===== src/rtl/fpc_pkg.sv =====
// constants, types, sequence lengths and sector decode for the parallel flash host
package fpc_pkg;
  typedef enum logic [2:0] {
    OP_READ, OP_PROGRAM, OP_CHIP_ERASE, OP_SECTOR_ERASE,
    OP_LOCKOUT, OP_ID_READ, OP_ID_EXIT, OP_ID_EXIT_SHORT
  } fpc_op_t;

  typedef enum logic [2:0] {
    SEC_BOOT, SEC_PARAM_ONE, SEC_PARAM_TWO, SEC_MAIN_ONE, SEC_MAIN_TWO
  } fpc_sector_t;

  localparam logic [16:0] UNLOCK_ADDR_A = 17'h05555;
  localparam logic [16:0] UNLOCK_ADDR_B = 17'h02aaa;
  localparam logic [7:0] CMD_UNLOCK_A = 8'haa;
  localparam logic [7:0] CMD_UNLOCK_B = 8'h55;
  localparam logic [7:0] CMD_PROGRAM = 8'ha0;
  localparam logic [7:0] CMD_ERASE_SETUP = 8'h80;
  localparam logic [7:0] CMD_CHIP_ERASE = 8'h10;
  localparam logic [7:0] CMD_SECTOR_ERASE = 8'h30;
  localparam logic [7:0] CMD_LOCKOUT = 8'h40;
  localparam logic [7:0] CMD_ID_ENTRY = 8'h90;
  localparam logic [7:0] CMD_ID_EXIT = 8'hf0;

  localparam logic [16:0] BOOT_BOTTOM_HI = 17'h03fff;
  localparam logic [16:0] BOOT_TOP_LO = 17'h1c000;
  localparam logic [16:0] BOTTOM_PARAM_TWO_LO = 17'h06000;
  localparam logic [16:0] BOTTOM_MAIN_ONE_LO = 17'h08000;
  localparam logic [16:0] BOTTOM_MAIN_TWO_LO = 17'h10000;
  localparam logic [16:0] TOP_PARAM_ONE_LO = 17'h1a000;
  localparam logic [16:0] TOP_PARAM_TWO_LO = 17'h18000;
  localparam logic [16:0] TOP_MAIN_ONE_LO = 17'h10000;
  localparam logic [16:0] ID_MFR_ADDR = 17'h00000;
  localparam logic [16:0] ID_DEV_ADDR = 17'h00001;
  localparam logic [16:0] ID_LOCK_OFFSET = 17'h00002;

  localparam logic [2:0] LEN_SINGLE = 3'h1;
  localparam logic [2:0] LEN_PROGRAM = 3'h4;
  localparam logic [2:0] LEN_SIX = 3'h6;
  localparam logic [2:0] LEN_ID_READ = 3'h7;
  localparam logic [2:0] LEN_ID_EXIT = 3'h3;
  localparam int SYNC_STAGES = 3;

  localparam int CLK_NS = 8;
  localparam int T_SETUP_NS = 10;
  localparam int T_WE_LOW_NS = 40;
  localparam int T_HOLD_NS = 20;
  localparam int T_ACC_NS = 55;
  localparam int T_BYTE_PROGRAM_NS = 50000;
  localparam longint T_ERASE_MS = 10000;
  localparam logic [3:0] SETUP_CYC = 4'((T_SETUP_NS + CLK_NS - 1) / CLK_NS);
  localparam logic [3:0] WE_LOW_CYC = 4'((T_WE_LOW_NS + CLK_NS - 1) / CLK_NS);
  localparam logic [3:0] HOLD_CYC = 4'((T_HOLD_NS + CLK_NS - 1) / CLK_NS);
  localparam logic [3:0] READ_CYC =
    4'((T_ACC_NS + CLK_NS - 1) / CLK_NS + SYNC_STAGES);
  localparam int unsigned PROGRAM_CYC =
    (T_BYTE_PROGRAM_NS + CLK_NS - 1) / CLK_NS;
  localparam int unsigned ERASE_CYC =
    32'((T_ERASE_MS * 64'd1000000 + CLK_NS - 1) / CLK_NS);

  function automatic fpc_sector_t sector_of(input logic [16:0] a,
                                            input logic top);
    if (top) begin
      if (a >= BOOT_TOP_LO) sector_of = SEC_BOOT;
      else if (a >= TOP_PARAM_ONE_LO) sector_of = SEC_PARAM_ONE;
      else if (a >= TOP_PARAM_TWO_LO) sector_of = SEC_PARAM_TWO;
      else if (a >= TOP_MAIN_ONE_LO) sector_of = SEC_MAIN_ONE;
      else sector_of = SEC_MAIN_TWO;
    end else begin
      if (a <= BOOT_BOTTOM_HI) sector_of = SEC_BOOT;
      else if (a < BOTTOM_PARAM_TWO_LO) sector_of = SEC_PARAM_ONE;
      else if (a < BOTTOM_MAIN_ONE_LO) sector_of = SEC_PARAM_TWO;
      else if (a < BOTTOM_MAIN_TWO_LO) sector_of = SEC_MAIN_ONE;
      else sector_of = SEC_MAIN_TWO;
    end
  endfunction : sector_of
endpackage : fpc_pkg


===== src/rtl/fpc_flash_host.sv =====
// host controller that sequences commands into a parallel flash
module fpc_flash_host #(
  parameter int unsigned PROGRAM_TIMEOUT = fpc_pkg::PROGRAM_CYC,
  parameter int unsigned ERASE_TIMEOUT = fpc_pkg::ERASE_CYC
) (
  input wire logic clk_sys,
  input wire logic reset,
  input wire logic req_valid,
  output logic req_ready,
  input wire logic [2:0] req_op,
  input wire logic [16:0] req_addr,
  input wire logic [7:0] req_data,
  input wire logic req_override,
  input wire logic boot_top,
  output logic resp_valid,
  output logic resp_error,
  output logic [7:0] resp_data,
  output logic [7:0] id_mfr,
  output logic [7:0] id_dev,
  output logic lock_state,
  output logic [16:0] flash_addr,
  output logic [7:0] flash_dq_out,
  output logic flash_dq_oe,
  input wire logic [7:0] flash_dq_in,
  output logic flash_ce_n,
  output logic flash_oe_n,
  output logic flash_we_n,
  output logic flash_reset_n,
  output logic hv_override
);
  typedef enum logic [2:0] {
    ST_IDLE, ST_ISSUE, ST_BUSWAIT, ST_POLL_ISSUE, ST_POLL_WAIT
  } fpc_state_t;

  fpc_state_t state;
  fpc_pkg::fpc_op_t op;
  fpc_pkg::fpc_op_t in_op;
  logic [16:0] addr;
  logic [7:0] data;
  logic [2:0] step;
  logic [2:0] len;
  logic [25:0] word;
  logic prev6;
  logic have_prev;
  logic [31:0] timer;
  logic bus_start;
  logic bus_write;
  logic [16:0] bus_addr;
  logic [7:0] bus_wdata;
  logic bus_done;
  logic [7:0] bus_rdata;
  logic refuse;
  logic needs_poll;
  logic poll_settled;

  // {is_read, address, data} for one step of the current command
  function automatic logic [25:0] step_word(input fpc_pkg::fpc_op_t o,
    input logic [2:0] idx, input logic [16:0] a, input logic [7:0] d,
    input logic top);
    logic [7:0] third;
    logic [7:0] sixth;
    logic [16:0] lock_addr;
    third = fpc_pkg::CMD_ERASE_SETUP;
    if (o == fpc_pkg::OP_PROGRAM) third = fpc_pkg::CMD_PROGRAM;
    if (o == fpc_pkg::OP_ID_READ) third = fpc_pkg::CMD_ID_ENTRY;
    if (o == fpc_pkg::OP_ID_EXIT) third = fpc_pkg::CMD_ID_EXIT;
    sixth = fpc_pkg::CMD_CHIP_ERASE;
    if (o == fpc_pkg::OP_SECTOR_ERASE) sixth = fpc_pkg::CMD_SECTOR_ERASE;
    if (o == fpc_pkg::OP_LOCKOUT) sixth = fpc_pkg::CMD_LOCKOUT;
    lock_addr = (top ? fpc_pkg::BOOT_TOP_LO : 17'h00000)
                | fpc_pkg::ID_LOCK_OFFSET;
    step_word = {1'b0, fpc_pkg::UNLOCK_ADDR_A, fpc_pkg::CMD_UNLOCK_A};
    if (o == fpc_pkg::OP_READ) begin
      step_word = {1'b1, a, 8'h00};
    end else if (o == fpc_pkg::OP_ID_EXIT_SHORT) begin
      step_word = {1'b0, a, fpc_pkg::CMD_ID_EXIT};
    end else begin
      case (idx)
        3'h0: step_word = {1'b0, fpc_pkg::UNLOCK_ADDR_A,
                           fpc_pkg::CMD_UNLOCK_A};
        3'h1: step_word = {1'b0, fpc_pkg::UNLOCK_ADDR_B,
                           fpc_pkg::CMD_UNLOCK_B};
        3'h2: step_word = {1'b0, fpc_pkg::UNLOCK_ADDR_A, third};
        3'h3: begin
          if (o == fpc_pkg::OP_PROGRAM) step_word = {1'b0, a, d};
          else if (o == fpc_pkg::OP_ID_READ)
            step_word = {1'b1, fpc_pkg::ID_MFR_ADDR, 8'h00};
          else step_word = {1'b0, fpc_pkg::UNLOCK_ADDR_A,
                            fpc_pkg::CMD_UNLOCK_A};
        end
        3'h4: begin
          if (o == fpc_pkg::OP_ID_READ)
            step_word = {1'b1, fpc_pkg::ID_DEV_ADDR, 8'h00};
          else step_word = {1'b0, fpc_pkg::UNLOCK_ADDR_B,
                            fpc_pkg::CMD_UNLOCK_B};
        end
        3'h5: begin
          if (o == fpc_pkg::OP_ID_READ) step_word = {1'b1, lock_addr, 8'h00};
          else if (o == fpc_pkg::OP_SECTOR_ERASE)
            step_word = {1'b0, a, sixth};
          else step_word = {1'b0, fpc_pkg::UNLOCK_ADDR_A, sixth};
        end
        default: step_word = {1'b0, a, fpc_pkg::CMD_ID_EXIT};
      endcase
    end
  endfunction : step_word

  assign in_op = fpc_pkg::fpc_op_t'(req_op);
  assign req_ready = (state == ST_IDLE);
  assign word = step_word(op, step, addr, data, boot_top);
  assign needs_poll = (op == fpc_pkg::OP_PROGRAM)
                      || (op == fpc_pkg::OP_CHIP_ERASE)
                      || (op == fpc_pkg::OP_SECTOR_ERASE)
                      || (op == fpc_pkg::OP_LOCKOUT);
  // while locked and without override, boot block programs and sector erases are refused up front rather than sent and ignored
  assign refuse = lock_state && !req_override
    && (in_op == fpc_pkg::OP_PROGRAM || in_op == fpc_pkg::OP_SECTOR_ERASE)
    && fpc_pkg::sector_of(req_addr, boot_top) == fpc_pkg::SEC_BOOT;
  // settled once bit 6 stops toggling and, for a program, bit 7 matches bit 7 of the written data
  assign poll_settled = have_prev && prev6 == bus_rdata[6]
    && (op != fpc_pkg::OP_PROGRAM || bus_rdata[7] == data[7]);

  always_comb begin
    unique case (op)
      fpc_pkg::OP_READ: len = fpc_pkg::LEN_SINGLE;
      fpc_pkg::OP_ID_EXIT_SHORT: len = fpc_pkg::LEN_SINGLE;
      fpc_pkg::OP_PROGRAM: len = fpc_pkg::LEN_PROGRAM;
      fpc_pkg::OP_ID_READ: len = fpc_pkg::LEN_ID_READ;
      fpc_pkg::OP_ID_EXIT: len = fpc_pkg::LEN_ID_EXIT;
      default: len = fpc_pkg::LEN_SIX;
    endcase
  end

  always_ff @(posedge clk_sys) begin
    if (reset) begin
      flash_reset_n <= 1'b0;
    end else begin
      flash_reset_n <= 1'b1;
    end
  end

  // poll budget: running out means the part never reported completion
  always_ff @(posedge clk_sys) begin
    if (reset) begin
      timer <= 32'h00000000;
    end else if (state == ST_BUSWAIT && bus_done && step + 3'h1 == len) begin
      timer <= (op == fpc_pkg::OP_PROGRAM) ? PROGRAM_TIMEOUT
                                           : ERASE_TIMEOUT;
    end else if (timer != 32'h00000000) begin
      timer <= timer - 32'h00000001;
    end
  end

  always_ff @(posedge clk_sys) begin
    if (reset) begin
      state <= ST_IDLE;
      op <= fpc_pkg::OP_READ;
      addr <= 17'h00000;
      data <= 8'h00;
      step <= 3'h0;
      prev6 <= 1'b0;
      have_prev <= 1'b0;
      bus_start <= 1'b0;
      bus_write <= 1'b0;
      bus_addr <= 17'h00000;
      bus_wdata <= 8'h00;
      resp_valid <= 1'b0;
      resp_error <= 1'b0;
      resp_data <= 8'h00;
      id_mfr <= 8'h00;
      id_dev <= 8'h00;
      lock_state <= 1'b0;
      hv_override <= 1'b0;
    end else begin
      bus_start <= 1'b0;
      resp_valid <= 1'b0;
      unique case (state)
        ST_IDLE: begin
          if (req_valid && refuse) begin
            resp_valid <= 1'b1;
            resp_error <= 1'b1;
          end else if (req_valid) begin
            op <= in_op;
            addr <= req_addr;
            data <= req_data;
            step <= 3'h0;
            hv_override <= req_override;
            state <= ST_ISSUE;
          end
        end
        ST_ISSUE: begin
          bus_start <= 1'b1;
          bus_write <= !word[25];
          bus_addr <= word[24:8];
          bus_wdata <= word[7:0];
          state <= ST_BUSWAIT;
        end
        ST_BUSWAIT: begin
          if (bus_done) begin
            if (op == fpc_pkg::OP_READ) resp_data <= bus_rdata;
            if (op == fpc_pkg::OP_ID_READ && step == 3'h3) id_mfr <= bus_rdata;
            if (op == fpc_pkg::OP_ID_READ && step == 3'h4) id_dev <= bus_rdata;
            if (op == fpc_pkg::OP_ID_READ && step == 3'h5)
              lock_state <= bus_rdata[0];
            if (step + 3'h1 != len) begin
              step <= step + 3'h1;
              state <= ST_ISSUE;
            end else if (needs_poll) begin
              // nothing else is sent until the poll settles or the timer runs out
              have_prev <= 1'b0;
              state <= ST_POLL_ISSUE;
            end else begin
              resp_valid <= 1'b1;
              resp_error <= 1'b0;
              hv_override <= 1'b0;
              state <= ST_IDLE;
            end
          end
        end
        ST_POLL_ISSUE: begin
          bus_start <= 1'b1;
          bus_write <= 1'b0;
          bus_addr <= addr;
          state <= ST_POLL_WAIT;
        end
        ST_POLL_WAIT: begin
          if (bus_done) begin
            prev6 <= bus_rdata[6];
            have_prev <= 1'b1;
            if (poll_settled || timer == 32'h00000000) begin
              resp_valid <= 1'b1;
              resp_data <= bus_rdata;
              resp_error <= !poll_settled
                || (op == fpc_pkg::OP_PROGRAM && bus_rdata != data);
              if (op == fpc_pkg::OP_LOCKOUT && poll_settled) lock_state <= 1'b1;
              hv_override <= 1'b0;
              state <= ST_IDLE;
            end else begin
              state <= ST_POLL_ISSUE;
            end
          end
        end
        default: state <= ST_IDLE;
      endcase
    end
  end

  fpc_bus_cycle u_bus (
    .clk_sys(clk_sys),
    .reset(reset),
    .start(bus_start),
    .write(bus_write),
    .addr_in(bus_addr),
    .wdata(bus_wdata),
    .done(bus_done),
    .rdata(bus_rdata),
    .flash_addr(flash_addr),
    .flash_dq_out(flash_dq_out),
    .flash_dq_oe(flash_dq_oe),
    .flash_dq_in(flash_dq_in),
    .flash_ce_n(flash_ce_n),
    .flash_oe_n(flash_oe_n),
    .flash_we_n(flash_we_n)
  );

  a_busy_not_ready: assert property (
    @(posedge clk_sys) disable iff (reset)
    state != ST_IDLE |-> !req_ready && !resp_valid || state == ST_IDLE)
    else $error("request accepted while busy");
  a_lock_refusal: assert property (
    @(posedge clk_sys) disable iff (reset)
    state == ST_IDLE && req_valid && refuse
      |=> resp_valid && resp_error && state == ST_IDLE)
    else $error("locked boot request not refused");
  a_hv_only_busy: assert property (
    @(posedge clk_sys) disable iff (reset)
    resp_valid |-> !hv_override)
    else $error("override still raised after completion");
  a_first_unlock: assert property (
    @(posedge clk_sys) disable iff (reset)
    bus_start && state == ST_BUSWAIT && $past(step) == 3'h0
      && op != fpc_pkg::OP_READ && op != fpc_pkg::OP_ID_EXIT_SHORT
      |-> bus_write && bus_addr == 17'h05555 && bus_wdata == 8'haa)
    else $error("first command write is not the unlock");
  a_poll_reads_only: assert property (
    @(posedge clk_sys) disable iff (reset)
    state == ST_POLL_WAIT |-> flash_we_n)
    else $error("write issued while waiting for completion");
  a_program_verify: assert property (
    @(posedge clk_sys) disable iff (reset)
    state == ST_POLL_WAIT && bus_done && op == fpc_pkg::OP_PROGRAM
      && bus_rdata != data |=> resp_error || state == ST_POLL_ISSUE)
    else $error("program mismatch not reported");
  c_program: cover property (@(posedge clk_sys) disable iff (reset)
    op == fpc_pkg::OP_PROGRAM && resp_valid && !resp_error);
  c_chip_erase: cover property (@(posedge clk_sys) disable iff (reset)
    op == fpc_pkg::OP_CHIP_ERASE && resp_valid);
  c_id_read: cover property (@(posedge clk_sys) disable iff (reset)
    op == fpc_pkg::OP_ID_READ && resp_valid);
endmodule : fpc_flash_host


===== src/rtl/fpc_bus_cycle.sv =====
// one timed asynchronous read or write cycle on the flash pins
module fpc_bus_cycle (
  input wire logic clk_sys,
  input wire logic reset,
  input wire logic start,
  input wire logic write,
  input wire logic [16:0] addr_in,
  input wire logic [7:0] wdata,
  output logic done,
  output logic [7:0] rdata,
  output logic [16:0] flash_addr,
  output logic [7:0] flash_dq_out,
  output logic flash_dq_oe,
  input wire logic [7:0] flash_dq_in,
  output logic flash_ce_n,
  output logic flash_oe_n,
  output logic flash_we_n
);
  typedef enum logic [1:0] {
    BUS_IDLE, BUS_SETUP, BUS_STROBE, BUS_HOLD
  } fpc_bus_state_t;

  fpc_bus_state_t state;
  logic [3:0] cnt;
  logic is_write;
  logic [7:0] dq_s1;
  logic [7:0] dq_s2;
  logic [7:0] dq_s3;

  always_ff @(posedge clk_sys) begin
    if (reset) begin
      dq_s1 <= 8'h00;
      dq_s2 <= 8'h00;
      dq_s3 <= 8'h00;
    end else begin
      dq_s1 <= flash_dq_in;
      dq_s2 <= dq_s1;
      dq_s3 <= dq_s2;
    end
  end

  // address is set up before the strobe falls and data is held past its
  // rise, so both capture edges see stable values
  always_ff @(posedge clk_sys) begin
    if (reset) begin
      state <= BUS_IDLE;
      cnt <= 4'h0;
      is_write <= 1'b0;
      done <= 1'b0;
      rdata <= 8'h00;
      flash_addr <= 17'h00000;
      flash_dq_out <= 8'h00;
      flash_dq_oe <= 1'b0;
      flash_ce_n <= 1'b1;
      flash_oe_n <= 1'b1;
      flash_we_n <= 1'b1;
    end else begin
      done <= 1'b0;
      unique case (state)
        BUS_IDLE: begin
          if (start) begin
            flash_addr <= addr_in;
            flash_dq_out <= wdata;
            is_write <= write;
            flash_ce_n <= 1'b0;
            flash_oe_n <= write;
            flash_dq_oe <= write;
            cnt <= write ? fpc_pkg::SETUP_CYC - 4'h1
                         : fpc_pkg::READ_CYC - 4'h1;
            state <= write ? BUS_SETUP : BUS_STROBE;
          end
        end
        BUS_SETUP: begin
          if (cnt == 4'h0) begin
            flash_we_n <= 1'b0;
            cnt <= fpc_pkg::WE_LOW_CYC - 4'h1;
            state <= BUS_STROBE;
          end else begin
            cnt <= cnt - 4'h1;
          end
        end
        BUS_STROBE: begin
          if (cnt != 4'h0) begin
            cnt <= cnt - 4'h1;
          end else if (is_write) begin
            flash_we_n <= 1'b1;
            cnt <= fpc_pkg::HOLD_CYC - 4'h1;
            state <= BUS_HOLD;
          end else if (dq_s2 == dq_s3) begin
            // a still-settling bus is simply waited out
            rdata <= dq_s3;
            flash_oe_n <= 1'b1;
            flash_ce_n <= 1'b1;
            cnt <= fpc_pkg::HOLD_CYC - 4'h1;
            state <= BUS_HOLD;
          end
        end
        BUS_HOLD: begin
          if (cnt == 4'h0) begin
            flash_ce_n <= 1'b1;
            flash_dq_oe <= 1'b0;
            done <= 1'b1;
            state <= BUS_IDLE;
          end else begin
            cnt <= cnt - 4'h1;
          end
        end
      endcase
    end
  end

  a_write_gating: assert property (
    @(posedge clk_sys) disable iff (reset)
    !flash_we_n |-> flash_oe_n && !flash_ce_n)
    else $error("write strobe low while output gate low or chip unselected");
  a_we_pulse_width: assert property (
    @(posedge clk_sys) disable iff (reset)
    $fell(flash_we_n) |-> !flash_we_n[*5] ##1 flash_we_n)
    else $error("write strobe pulse not five cycles long");
  a_no_drive_read: assert property (
    @(posedge clk_sys) disable iff (reset)
    flash_dq_oe |-> flash_oe_n)
    else $error("data driven while output gate low");
  a_data_at_rise: assert property (
    @(posedge clk_sys) disable iff (reset)
    $rose(flash_we_n) |-> flash_dq_oe && !flash_ce_n
      && flash_dq_out == $past(flash_dq_out)
      && flash_addr == $past(flash_addr))
    else $error("data or address moved at write strobe rise");
  a_write_done: assert property (
    @(posedge clk_sys) disable iff (reset)
    state == BUS_IDLE && start && write |-> ##11 done)
    else $error("write cycle not finished in eleven cycles");
endmodule : fpc_bus_cycle


===== config.mk =====
export PLATFORM = sky130hd
export DESIGN_NAME = fpc_flash_host
export DESIGN_NICKNAME = d
export VERILOG_FILES = /design/src/rtl/fpc_pkg.sv /design/src/rtl/fpc_flash_host.sv /design/src/rtl/fpc_bus_cycle.sv
export SDC_FILE = /design/constraint.sdc
export NUM_CORES = 1
export LEC_CHECK = 0
export ABC_AREA = 1
export BUFFER_PORTS_ARGS = -buffer_cell sky130_fd_sc_hd__buf_4
export CAP_MARGIN = 5
export CORE_MARGIN = 2
export CORE_UTILIZATION = 60
export DETAILED_ROUTE_END_ITERATION = 8
export GPL_TIMING_DRIVEN = 0
export PLACE_DENSITY = 0.79
export SLEW_MARGIN = 10
export SYNTH_ARGS = -nofsm -noshare
export SYNTH_HDL_FRONTEND = slang
export SYNTH_SLANG_ARGS = --single-unit

===== constraint.sdc =====
create_clock -name clk_sys -period 4.7 [get_ports clk_sys]
set_input_delay 0.235 -clock clk_sys [delete_from_list [all_inputs] [get_ports clk_sys]]
set_output_delay 0.235 -clock clk_sys [all_outputs]
set_load 0.02 [all_outputs]

Word-level counts from Yosys, hierarchy flattened
Cells that the tools add are included.
Word-level totals
  register bits: 193
  bits in latches: 0
  memory bits (writable): 0
  bits in read-only memories: 0
  input port bits: 41
  output and inout port bits: 59
  word-level logic and storage cells: 272
  memories: 0
Cells by class
  $add $sub $neg: 3
  $mul: 0
  divide/modulo/power cells: 0
  order comparisons: 8
  eq/ne operators: 51
  shift operators: 0
  muxes and demuxes: 109
  bitwise operators: 4
  reduce and logical (&&, ||, !) cells: 63
Operator list (count)
  $mux W26: 6
  $pmux W26 S6: 1
  $ge A17 B17 Y1 const B: 4
  $mux W32: 2
  $mux W3: 17
  $mux W8: 6
  $mux W1: 37
  $pmux W17 S2: 1
  $logic_not A32 Y1: 1
  $reduce_bool A32 Y1: 1
  $sub A32 B1 Y32 const B: 1
  $mux W31: 1
  $mux W4: 7
  $mux W25: 1
  $reduce_and A5 Y1: 5
  $ne A2 B2 Y1 const B: 11
  $eq A3 B2 Y1 const B: 7
  $eq A3 B3 Y1 const B: 7
  $mux W2: 10
  $ne A2 B1 Y1 const B: 10
  $mux W6: 3
  $le A17 B14 Y1 const B: 1
  $lt A17 B15 Y1 const B: 1
  $lt A17 B16 Y1 const B: 1
  other kinds (39): 96

Depth between registers and ports, before layout
Gate-level depths: netlist of the first run.
  word-level depth: 11
  depth in mapped cells: 13

Hierarchy
From an unflattened synthesis of the first run, not the netlist that was laid out.
Unflattened totals
  cells, all modules: 1293
  area, all modules: 8989.9 µm²
Modules (own cells, without submodules)
  fpc_flash_host: instances 1, cells an instance 912, area each 6193.4 µm², sequential area each 2482.4 µm²
  fpc_bus_cycle: instances 1, cells an instance 381, area each 2796.4 µm², sequential area each 1381.3 µm²

Least setup slack after synthesis of the first run
No wires, ideal clock.
  path type: reg-to-reg
  start point: register state[1]
  end point: register step[2]
  setup time: 121 ps
  arrival time: 1778 ps
  data required time: 4579 ps
  slack: 2802 ps
  cell stages (with the launch flop): 8
  buffers on the path: 1
  period minus slack after synthesis: 1898 ps
  cell sequence: dfxtp_1 -> nor3_1 -> nand3_1 -> buf_2 -> nand2_1 -> nand2_1 -> o21ai_0 -> a21oi_1
Between the ends
  word-level cells in the longest chain between the ends: 3
  elaborated cells between the ends (all ways): 9
  classes of those cells: 5 x eq/ne; 1 x mux; 3 x reduce/logical
RTL lines
  start, declared: RTL line fpc_flash_host.sv:35  | fpc_state_t state;
  start signal, assigned: RTL line fpc_flash_host.sv:156  | state <= ST_IDLE;
  start signal, assigned: RTL line fpc_flash_host.sv:188  | state <= ST_ISSUE;
  start signal, assigned: RTL line fpc_flash_host.sv:196  | state <= ST_BUSWAIT;
  $logic_not A3 Y1 (*)
  net req_ready: RTL line fpc_flash_host.sv:9  | output logic req_ready,
  $ne A2 B2 Y1 (no source line) / $reduce_bool A2 Y1 (equally long branches)
  $reduce_and A5 Y1 (no source line)
  end signal, assigned: RTL line fpc_flash_host.sv:206  | step <= step + 3'h1;
  end, declared: RTL line fpc_flash_host.sv:40  | logic [2:0] step;
The timed path passes the listed nets; every way through them passes the cells marked *.
A chain may end at the register's enable or synchronous reset.

Worst setup path in the final report of the first run
  start point: register u_bus.cnt[0]
  end point: register u_bus.rdata[5]
Between the ends
  word-level cells in the longest chain between the ends: 3
RTL lines
  start, declared: RTL line fpc_bus_cycle.sv:24  | logic [3:0] cnt;
  start signal, assigned: RTL line fpc_bus_cycle.sv:68  | cnt <= write ? fpc_pkg::SETUP_CYC - 4'h1
  start signal, assigned: RTL line fpc_bus_cycle.sv:76  | cnt <= fpc_pkg::WE_LOW_CYC - 4'h1;
  start signal, assigned: RTL line fpc_bus_cycle.sv:79  | cnt <= cnt - 4'h1;
  $reduce_bool A4 Y1: RTL line fpc_bus_cycle.sv:83  | if (cnt != 4'h0) begin
  $not A1 Y1 (no source line)
  $reduce_and A4 Y1 (no source line)
  end signal, assigned: RTL line fpc_bus_cycle.sv:91  | rdata <= dq_s3;
  end, declared: RTL line fpc_bus_cycle.sv:10  | output logic [7:0] rdata,
No other way between the ends.

==> results of run 1 <==
[through the flow]
step                      area, um2  worst slack (ns)  instances  utilization (%)  hold WS (ns)
final                         10350             2.284       1552            71.73      0.008614
after global routing          10350             2.094       1552            71.73       0.01055
after CTS                     10350             2.339       1552            71.73      0.005182
after detailed placement       9751             2.398       1516            67.60        0.3954
after global placement         9751             2.455       1516            67.60        0.3888
after floorplan                8785             2.802       1234                -        0.3420
[worst max path at each step]
stage                  from             end  slack, ns  cells after the start
6_report       u_bus.cnt[0]  u_bus.rdata[5]       2.28                     10
5_1_grt        u_bus.cnt[0]  u_bus.rdata[5]       2.09                     10
4_1_cts        u_bus.cnt[0]  u_bus.rdata[5]       2.34                     10
3_5_place_dp   u_bus.cnt[0]  u_bus.rdata[5]       2.40                     10
3_3_place_gp   u_bus.cnt[0]  u_bus.rdata[5]       2.45                     10
2_1_floorplan      state[1]         step[2]       2.80                      7
[kinds of logic (layout without fill, tap and decap cells)]
group                      Yosys count  count (layout)  share of synthesized area (%)
AOI/OAI and AO/OA                  304             304                          18.37
xor gates and xnor gates            25              25                          2.493
adders and majority gates           13              13                          1.852
buffers and inverters              208             342                          9.415
DFF                                193             193                          43.98
and+or+nand+nor                    491             491                          23.89
[layer usage]
| metal | part of all wire (%) | global-route usage [%] | vias to the layer above |
|---|---|---|---|
| li1 | - | - | 4252 |
| met1 | 45 | 40.16 | 3771 |
| met2 | 46 | 48.43 | 319 |
| met3 | 6.9 | 5.135 | 36 |
| met4 | 1.9 | 9.150 | 0 |
| met5 | 0 | 0 | - |
[cell type report]
| cell class | instances | area [um2] | area share [%] |
|---|---|---|---|
| multi-input cells | 833 | 4094 | 39.57 |
| plain buffers | 42 | 203.9 | 1.971 |
| repair buffers | 102 | 775.7 | 7.498 |
| clock buffers | 20 | 446.7 | 4.317 |
| clock inverters | 12 | 108.9 | 1.052 |
| inverters | 166 | 623.1 | 6.022 |
| flip-flops and latches | 193 | 3864 | 37.34 |
| well taps | 184 | 230.2 | 2.225 |
[power by group]
part	internal (mW)	switching [mW]	leakage (nW)
registers	2.04	0.291	1.58
clock network	0.747	0.642	0.271
logic	1.05	1.98	2.69
total	3.83	2.91	4.54
[synth_stat cells, drive strengths merged (11+ instances only)]
cell    instances
o21ai         143
nor3           13
o211ai         11
ha             13
nand4          22
inv           164
nand3          54
xor2           16
buf            12
dfxtp         193
a31oi          14
nand2         211
clkbuf         30
a21oi         124
nor2          187
[sequential cells by signal (all words and copies together) (netlist names), 17 cells and up]
signal,flops
bus_addr,17
timer,32
u_bus.flash_addr,17
addr,17
[worst max-delay path, stage by stage, from the launching register on]
cell,delay (ns)
dfxtp_1,0.31
inv_1,0.11
ha_1,0.19
nand3_1,0.27
nor2_1,0.17
inv_1,0.06
nor2_1,0.31
nand3_1,0.25
clkbuf_1,0.27
o21ai_0,0.28
a21oi_1,0.07
[timing repair]
action	4_1_cts	5_1_grt
endpoints found under the setup margin	0	0
endpoints found under the hold margin	4	0
hold buffers	4	0
gates resized for setup	0	0
==> results.yml, run 1 <==
synth:
  syn_area_per_cell_um2: 7.119
  synth-seq-cells: 193
  synth.distinct_cells: 41
  synthArstFlopShare_pct: 0
  synth_top_area_share_pct: 43.98
  ys_dominant_reg_cell: "dfxtp_1"
  yosysTopAreaCell: "dfxtp_1"
  synth_edf_count: 0
  yosys_warnings: 0
  syn_nets: 1288
  synth_area_leaders: "dfxtp_1, nand2_1, o21ai_0, nor2_1, a21oi_1"
  yosysSeqAreaShare_pct: 43.98
  syn_area_mm2: 0.008785
  syn_inst: 1234
global_route:
  grt_max_degree: 17
  antenna_found_initial: 0
  grt_pass1_vias: 7492
  grt-ovfl-total: 0
  grt.total_usage_pct: 29.55
  grt_pass1_wl_mm: 37.05
timing:
  maxSlewHeadroom_pct: 51.08
  timing.final.crit_period_ns: 2.416
  finalSetupTns_ns: 0
  rsz0062_at_grt: "no"
  finalMaxSlewViolations: 0
  worst_pin_slew_ns: 0.7337
  finClkSkew_ns: 0.006896
  fin_crit_sh_pct: 51.40
  max_freq_mhz: 414.0
  finalHoldViolCount: 0
  setup_viol: 0
route:
  viasPerCell: 5.398
  firstDrtPassIters: 5
  wl_per_cell_um: 14.95
  drtIter0Drc: 754
  num_vias: 8378
  routed_wl_mm: 23.20
  drc_errors: 0
  antenna_left: 0
clocking:
  cts_setup_buffers: 0
  clk_pin_slew_ns: 0.07
  clock_sink_count: 193
  clkLatencyLatePin_ns: 0.44
  numCtsBuffers: 17
  cts_tree: "built"
  clockBufferDepth: 2
  cts_root_buffer: "clkbuf_16"
  htree_levels: 4
place:
  place_hpwl_mm: 17.64
  gp_congestion: 0.9489
  io_buffers: 98
die:
  io-pin-count: 100
  start_util_pct: 60.90
  dieArea_mm2: 0.01563
  die_w_um: 125
  core-area_mm2: 0.01442
  die_h_um: 125
  rows: 44
worst_setup_path:
  r2r-end: "u_bus.rdata[5]"
  r2r_cells: 10
  cp.required_ns: 5.01
  rrSetupSlack_ns: 2.28
  cp.arrival_ns: 2.73
  start_kind: "register"
  end_kind: "register"
  worst-path-max-fanout: 10
  path_class: "reg2reg"
  r2r_start: "u_bus.cnt[0]"
pwr:
  power_mw: 6.739
  power.leakage_nw: 4.537
  p_per_area_mw_per_mm2: 651.3
  ir_worst_vdd_mv: 0.2709
final_layout:
  layout_common_cells: "nand2_1, dfxtp_1, nor2_1"
  layout-drive-gt1-share_pct: 12.28
  num_antenna_cells: 0
  area_delta_synth_final_pct: 17.78
  fill_cells: 1257
  layout_commonest_cell: "nand2_1"
  nets: 1409
job:
  cap_violations: 0
hold_path:
  hp-class: "in2reg"
  worstHoldPathCells: 3
  min_from: "flash_dq_in[5]"
  hold_end: "u_bus.dq_s1[5]"
status:
  status: "completed"
Power figures use the tool's default switching activity.
==> run 2, diff against run 1 <==
Settings changed: CORE_UTILIZATION 60 to 53, PLACE_DENSITY 0.79 to 0.73.
Clock period 4.7 ns to 2.15 ns, I/O delays scaled along.
==> run 2 against run 1 <==
The flow now finishes with violations (negative hold slack). Clock skew is 0.0067 ns higher. Cell area is 5.0% higher. Utilization is 5.5 points lower. First-iteration DRC count is 4.2% lower. Via count is 3.7% higher. Register-to-register slack worse by 2.2 ns. Total power is 130% higher. Critical path depth is 3 higher. Global-route usage is 2.1 points lower. Clock-buffer cell count is 2 lower. Die area is 13% higher.
==> results.yml, run 2 (synthesized netlist as in run 1, its figures left out) <==
die:
  rows: 47
  core-area_mm2: 0.01641
  die_w_um: 132.7
  dieArea_mm2: 0.01762
  io-pin-count: 100
  die_h_um: 132.7
  start_util_pct: 53.54
final_layout:
  fin_area_mm2: 0.01086
  multi_input_area_mm2: 0.004159
  top_register: "timer"
  num_antenna_cells: 0
  largest_register_ffs: 32
  fill_cells: 1454
  nets: 1451
  area_delta_synth_final_pct: 23.67
  layout-drive-gt1-share_pct: 13.83
  seq_area_mm2: 0.003867
  layout_commonest_cell: "nand2_1"
  layout_common_cells: "nand2_1, dfxtp_1, nor2_1"
global_route:
  antenna_found_initial: 0
  grt_max_degree: 20
  grt-ovfl-total: 0
  grt_pass1_wl_mm: 38.78
  grt_pass1_vias: 7818
  grt.total_usage_pct: 27.44
status:
  violations: "negative hold slack"
  status: "finished with violations"
place:
  gp_congestion: 0.9614
  io_buffers: 98
  place_hpwl_mm: 17.75
  place_area_mm2: 0.009796
worst_setup_path:
  end_kind: "register"
  cp.required_ns: 2.53
  cp.arrival_ns: 2.41
  start_kind: "register"
  worst-path-max-fanout: 10
  path_class: "reg2reg"
clocking:
  cts_tree: "built"
  numCtsBuffers: 17
  htree_levels: 4
  clockBufferDepth: 2
  clk_pin_slew_ns: 0.08
  clock_sink_count: 193
  clkLatencyLatePin_ns: 0.44
  cts_root_buffer: "clkbuf_16"
pwr:
  ir_worst_vdd_mv: 0.6619
  p_per_area_mw_per_mm2: 1399
  power.leakage_nw: 4.728
timing:
  maxSlewHeadroom_pct: 47.55
  setup_viol: 0
  finalHoldViolCount: 1
  finalMaxSlewViolations: 0
  max_freq_mhz: 491.4
  rsz0062_at_grt: "yes"
  worst_pin_slew_ns: 0.7867
  finalSetupTns_ns: 0
  timing.final.crit_period_ns: 2.035
  finClkSkew_ns: 0.01363
  fin_crit_sh_pct: 94.66
  worst_hold_slack_ns: -0.0006171
route:
  routed_wl_mm: 24.60
  drtIter0Drc: 722
  firstDrtPassIters: 5
  num_vias: 8688
  viasPerCell: 5.330
  antenna_left: 0
  drc_errors: 0
  wl_per_cell_um: 15.09
job:
  cap_violations: 0
hold_path:
  hp-class: "in2reg"
[run 2: per-stage QoR]
step,worst slack [ns],hold WS [ns],total power [mW],utilization [%],std cells
3_3_place_gp,-0.1383,0.3083,11.50,59.70,1552
4_1_cts,0.01721,0.0005301,14.83,65.30,1617
3_5_place_dp,-0.1778,0.3193,11.66,59.70,1552
5_1_grt,-0.05941,0.03966,16.27,66.22,1630
2_1_floorplan,0.2518,0.2145,9.957,-,1234
6_report,0.1149,-0.0006171,15.20,66.22,1630
[run 2: worst max-delay path: stages, from the launching register on]
cell     delay, ns
dfxtp_1       0.32
inv_1         0.09
ha_2          0.21
nand2_2       0.11
inv_1         0.10
nand2_1       0.11
nor2_1        0.16
nand2_2       0.16
nand3_4       0.13
nand2_1       0.10
inv_2         0.13
buf_6         0.15
o21ai_1       0.06
a21oi_1       0.13
[run 2: area by class of cell]
type                    instances  share of cell area [%]
multi-input cells             834                   38.28
flip-flops and latches        193                   35.60
repair buffers                143                   10.64
inverters                     166                   5.735
clock buffers                  18                   4.042
well taps                     220                   2.534
plain buffers                  42                   1.889
clock inverters                14                   1.278
[run 2: final timing paths]
check,start,to,slack [ns],cells past startpoint
min,req_data[5],data[5],-0.0006,3
min reg2reg,u_bus.dq_s1[3],u_bus.dq_s2[3],0.40,2
max reg2reg,timer[0],resp_data[0],0.11,13
max,timer[0],resp_data[0],0.11,13
[run 2: what timing repair did]
item                                    4_1_cts  5_1_grt
setup buffers                                 0       12
endpoints found under the setup margin        6       60
hold buffers                                 33        0
resized for setup                             3       14
pin swaps                                     0        4
gates cloned                                  0        1
endpoints found under the hold margin        33        0
[run 2: report_power, final]
| part | switching [mW] | internal (mW) | total (mW) |
|---|---|---|---|
| sequential | 0.663 | 4.45 | 5.12 |
| combinational | 4.52 | 2.47 | 6.99 |
| clock | 1.52 | 1.58 | 3.10 |
[run 2: per-layer routing]
metal	GRT usage (%)	routed length (um)	vias up
met4	10.33	622	0
met2	43.55	11070	326
met5	0	0	-
met3	4.904	1796	45
li1	-	-	4340
met1	37.41	11110	3977
==> run 3, diff against run 2 <==
Settings changed: CORE_UTILIZATION 53 to 55, CTS_BUF_LIST set to sky130_fd_sc_hd__clkbuf_8, PLACE_DENSITY 0.73 to 0.76, SYNTH_HIERARCHICAL set to 1.
==> run 3 against run 2 <==
Largest cell class unchanged. The flow now finishes without violations. Die area shrank 1.3%. Critical endpoint is now addr[14]. Setup slack improved by 0.033 ns. Clock skew up 0.0023 ns. Largest power group unchanged. Sequential share of layout area hardly changed.
==> results.yml, run 3 <==
status:
  status: "completed"
hold_path:
  hold_end: "hv_override"
  min_from: "req_valid"
  hp-class: "in2reg"
  worstHoldPathCells: 6
timing:
  finalHoldViolCount: 0
  timing.final.crit_period_ns: 2.002
  finClkSkew_ns: 0.01592
  setup_viol: 0
  maxSlewHeadroom_pct: 48.63
  setup_slack_ns: 0.1476
  max_freq_mhz: 499.4
  fin_crit_sh_pct: 93.13
  finalSetupTns_ns: 0
  worst_pin_slew_ns: 0.7706
  finalMaxSlewViolations: 0
  worst_hold_slack_ns: 0.04173
worst_setup_path:
  crit_path_start: "state[1]"
  cp.arrival_ns: 2.37
  cp.required_ns: 2.51
  r2r_start: "state[1]"
  r2r_cells: 8
  worst-path-max-fanout: 10
  rrSetupSlack_ns: 0.15
  r2r-end: "addr[14]"
  end_kind: "register"
  start_kind: "register"
  path_class: "reg2reg"
clocking:
  cts_root_buffer: "clkbuf_8"
  clk_pin_slew_ns: 0.11
  htree_levels: 4
  clkLatencyLatePin_ns: 0.48
  numCtsBuffers: 17
  clockBufferDepth: 2
  clock_sink_count: 193
  cts_tree: "built"
route:
  firstDrtPassIters: 6
  drtIter0Drc: 826
  routed_wl_mm: 24.40
  num_vias: 8817
  antenna_left: 0
  drc_errors: 0
  viasPerCell: 5.251
  wl_per_cell_um: 14.53
final_layout:
  layout_common_cells: "nand2_1, nor2_1, dfxtp_1"
  fill_cells: 1412
  nets: 1503
  area_delta_synth_final_pct: 20.74
  largest_register_ffs: 32
  layout_commonest_cell: "nand2_1"
  fin_util_pct: 68.08
  num_antenna_cells: 0
  layout-drive-gt1-share_pct: 14.01
  top_register: "timer"
place:
  gp_congestion: 0.9589
  io_buffers: 99
  dp_slack_ns: -0.1274
  place_hpwl_mm: 17.65
die:
  die_w_um: 131.9
  io-pin-count: 100
  die_h_um: 131.9
  dieArea_mm2: 0.01738
  core-area_mm2: 0.01594
  start_util_pct: 56.39
  rows: 46
job:
  cap_violations: 0
synth:
  yosysTopAreaCell: "dfxtp_1"
  yosysSeqAreaShare_pct: 42.98
  synth.distinct_cells: 43
  netlist_top_cells_count: "nand2_1, nor2_1, dfxtp_1"
  synth_edf_count: 0
  synth.most_common_cell: "nand2_1"
  synth_area_leaders: "dfxtp_1, nand2_1, nor2_1, a21oi_1, o21ai_0"
  syn_nets: 1346
  ys_dominant_reg_cell: "dfxtp_1"
  syn_inst: 1293
  synth-seq-cells: 193
  syn_area_per_cell_um2: 6.953
  syn_area_mm2: 0.008990
  synthArstFlopShare_pct: 0
  yosys_warnings: 6
  synth_top_area_share_pct: 42.98
pwr:
  p_per_area_mw_per_mm2: 1356
  p_sw_share_pct: 46.02
  power.leakage_nw: 4.897
  pwr-share-clk_pct: 16.4
  ir_worst_vdd_mv: 0.7823
  combinationalPowerShare_pct: 49.2
  p_sw_mw: 6.771
  p_int_mw: 7.943
  pwr-share-seq_pct: 34.3
global_route:
  grt-ovfl-total: 0
  grt.total_usage_pct: 27.86
  grt_pass1_vias: 8056
  grt_pass1_wl_mm: 39.20
  antenna_found_initial: 0
  grt_max_degree: 20
[run 3: changes by cell type after synthesis, moves of 6 or more]
cell / change
xor2_1: +6
nor2_1: +23
inv_1: -9
a31oi_1: -13
clkbuf_1: -6
nand3_1: +35
o211ai_1: -9
nand2_1: +36
nand4_1: -8
o21ai_0: -19
inv_2: +16
[run 3: layout make-up]
class / instances / area, um2 / area share (%)
Sequential cell: 193 / 3866 / 35.62
Buffer: 40 / 188.9 / 1.741
Inverter: 174 / 659.4 / 6.075
Timing Repair Buffer: 138 / 1131 / 10.42
Tap cell: 216 / 270.3 / 2.490
Clock buffer: 17 / 234.0 / 2.156
Multi-Input combinational cell: 886 / 4334 / 39.93
Clock inverter: 15 / 170.2 / 1.568
[run 3: per-stage QoR]
step	cell area, um2	std cells	total power [mW]
floorplan	8990	1293	10.27
global placement	10000	1608	11.90
detailed placement	10000	1608	11.99
CTS	10800	1679	14.54
global route	10850	1679	15.84
finish	10850	1679	14.71
[run 3: worst max-delay path, stage by stage, from the launching register on]
cell and delay, ns:
dfxtp_1 0.36, inv_1 0.12, nand2_1 0.06, nor2_1 0.33
nand3_1 0.21, clkbuf_1 0.26, clkbuf_2 0.23, o21ai_0 0.25
a21oi_1 0.06
[run 3: kinds of logic (layout without fill, tap and decap cells)]
logic type / after synthesis / in the layout / synth area share, %
flip-flops: 193 / 193 / 42.98
AO/OA/AOI/OAI: 258 / 258 / 14.63
buffers and inverters: 214 / 384 / 9.339
adder cells (fa/ha/maj): 12 / 12 / 1.670
XOR/XNOR: 31 / 31 / 3.020
AND/OR/NAND/NOR: 585 / 585 / 28.36
[run 3: power groups by stage]
stage | clock network (mW) | registers, mW | logic [mW]
3_5_place_dp | 0 | 5.10 | 6.89
4_1_cts | 2.48 | 5.03 | 7.03
2_1_floorplan | 0 | 5.14 | 5.13
6_report | 2.42 | 5.05 | 7.25
3_3_place_gp | 0 | 5.09 | 6.81
5_1_grt | 2.60 | 5.16 | 8.08
[run 3: timing repair]
action                                  4_1_cts  5_1_grt
endpoints found under the hold margin        38        0
buffers inserted                              1        0
gates resized for setup                       2       20
endpoints found under the setup margin       11       79
hold buffers                                 38        0
[run 3: worst max path at each step]
| stage | end | slack, ns | cells after the start |
|---|---|---|---|
| 6_report | addr[14] | 0.15 | 8 |
| 5_1_grt | resp_data[2] | -0.002 | 13 |
| 4_1_cts | resp_data[0] | 0.01 | 13 |
| 3_5_place_dp | resp_data[0] | -0.13 | 13 |
| 3_3_place_gp | resp_data[1] | -0.1 | 13 |
| 2_1_floorplan | resp_data[4] | 0.33 | 13 |
[run 3: metal layers]
layer / share of wire (%) / wire length, um / vias to the layer above / track usage, %
met5: 0 / 0 / - / 0
met4: 2.1 / 517 / 0 / 9.541
met3: 6.9 / 1677 / 44 / 5.536
met2: 48 / 11590 / 308 / 47.47
met1: 44 / 10610 / 4027 / 35.36
li1: - / - / 4438 / -
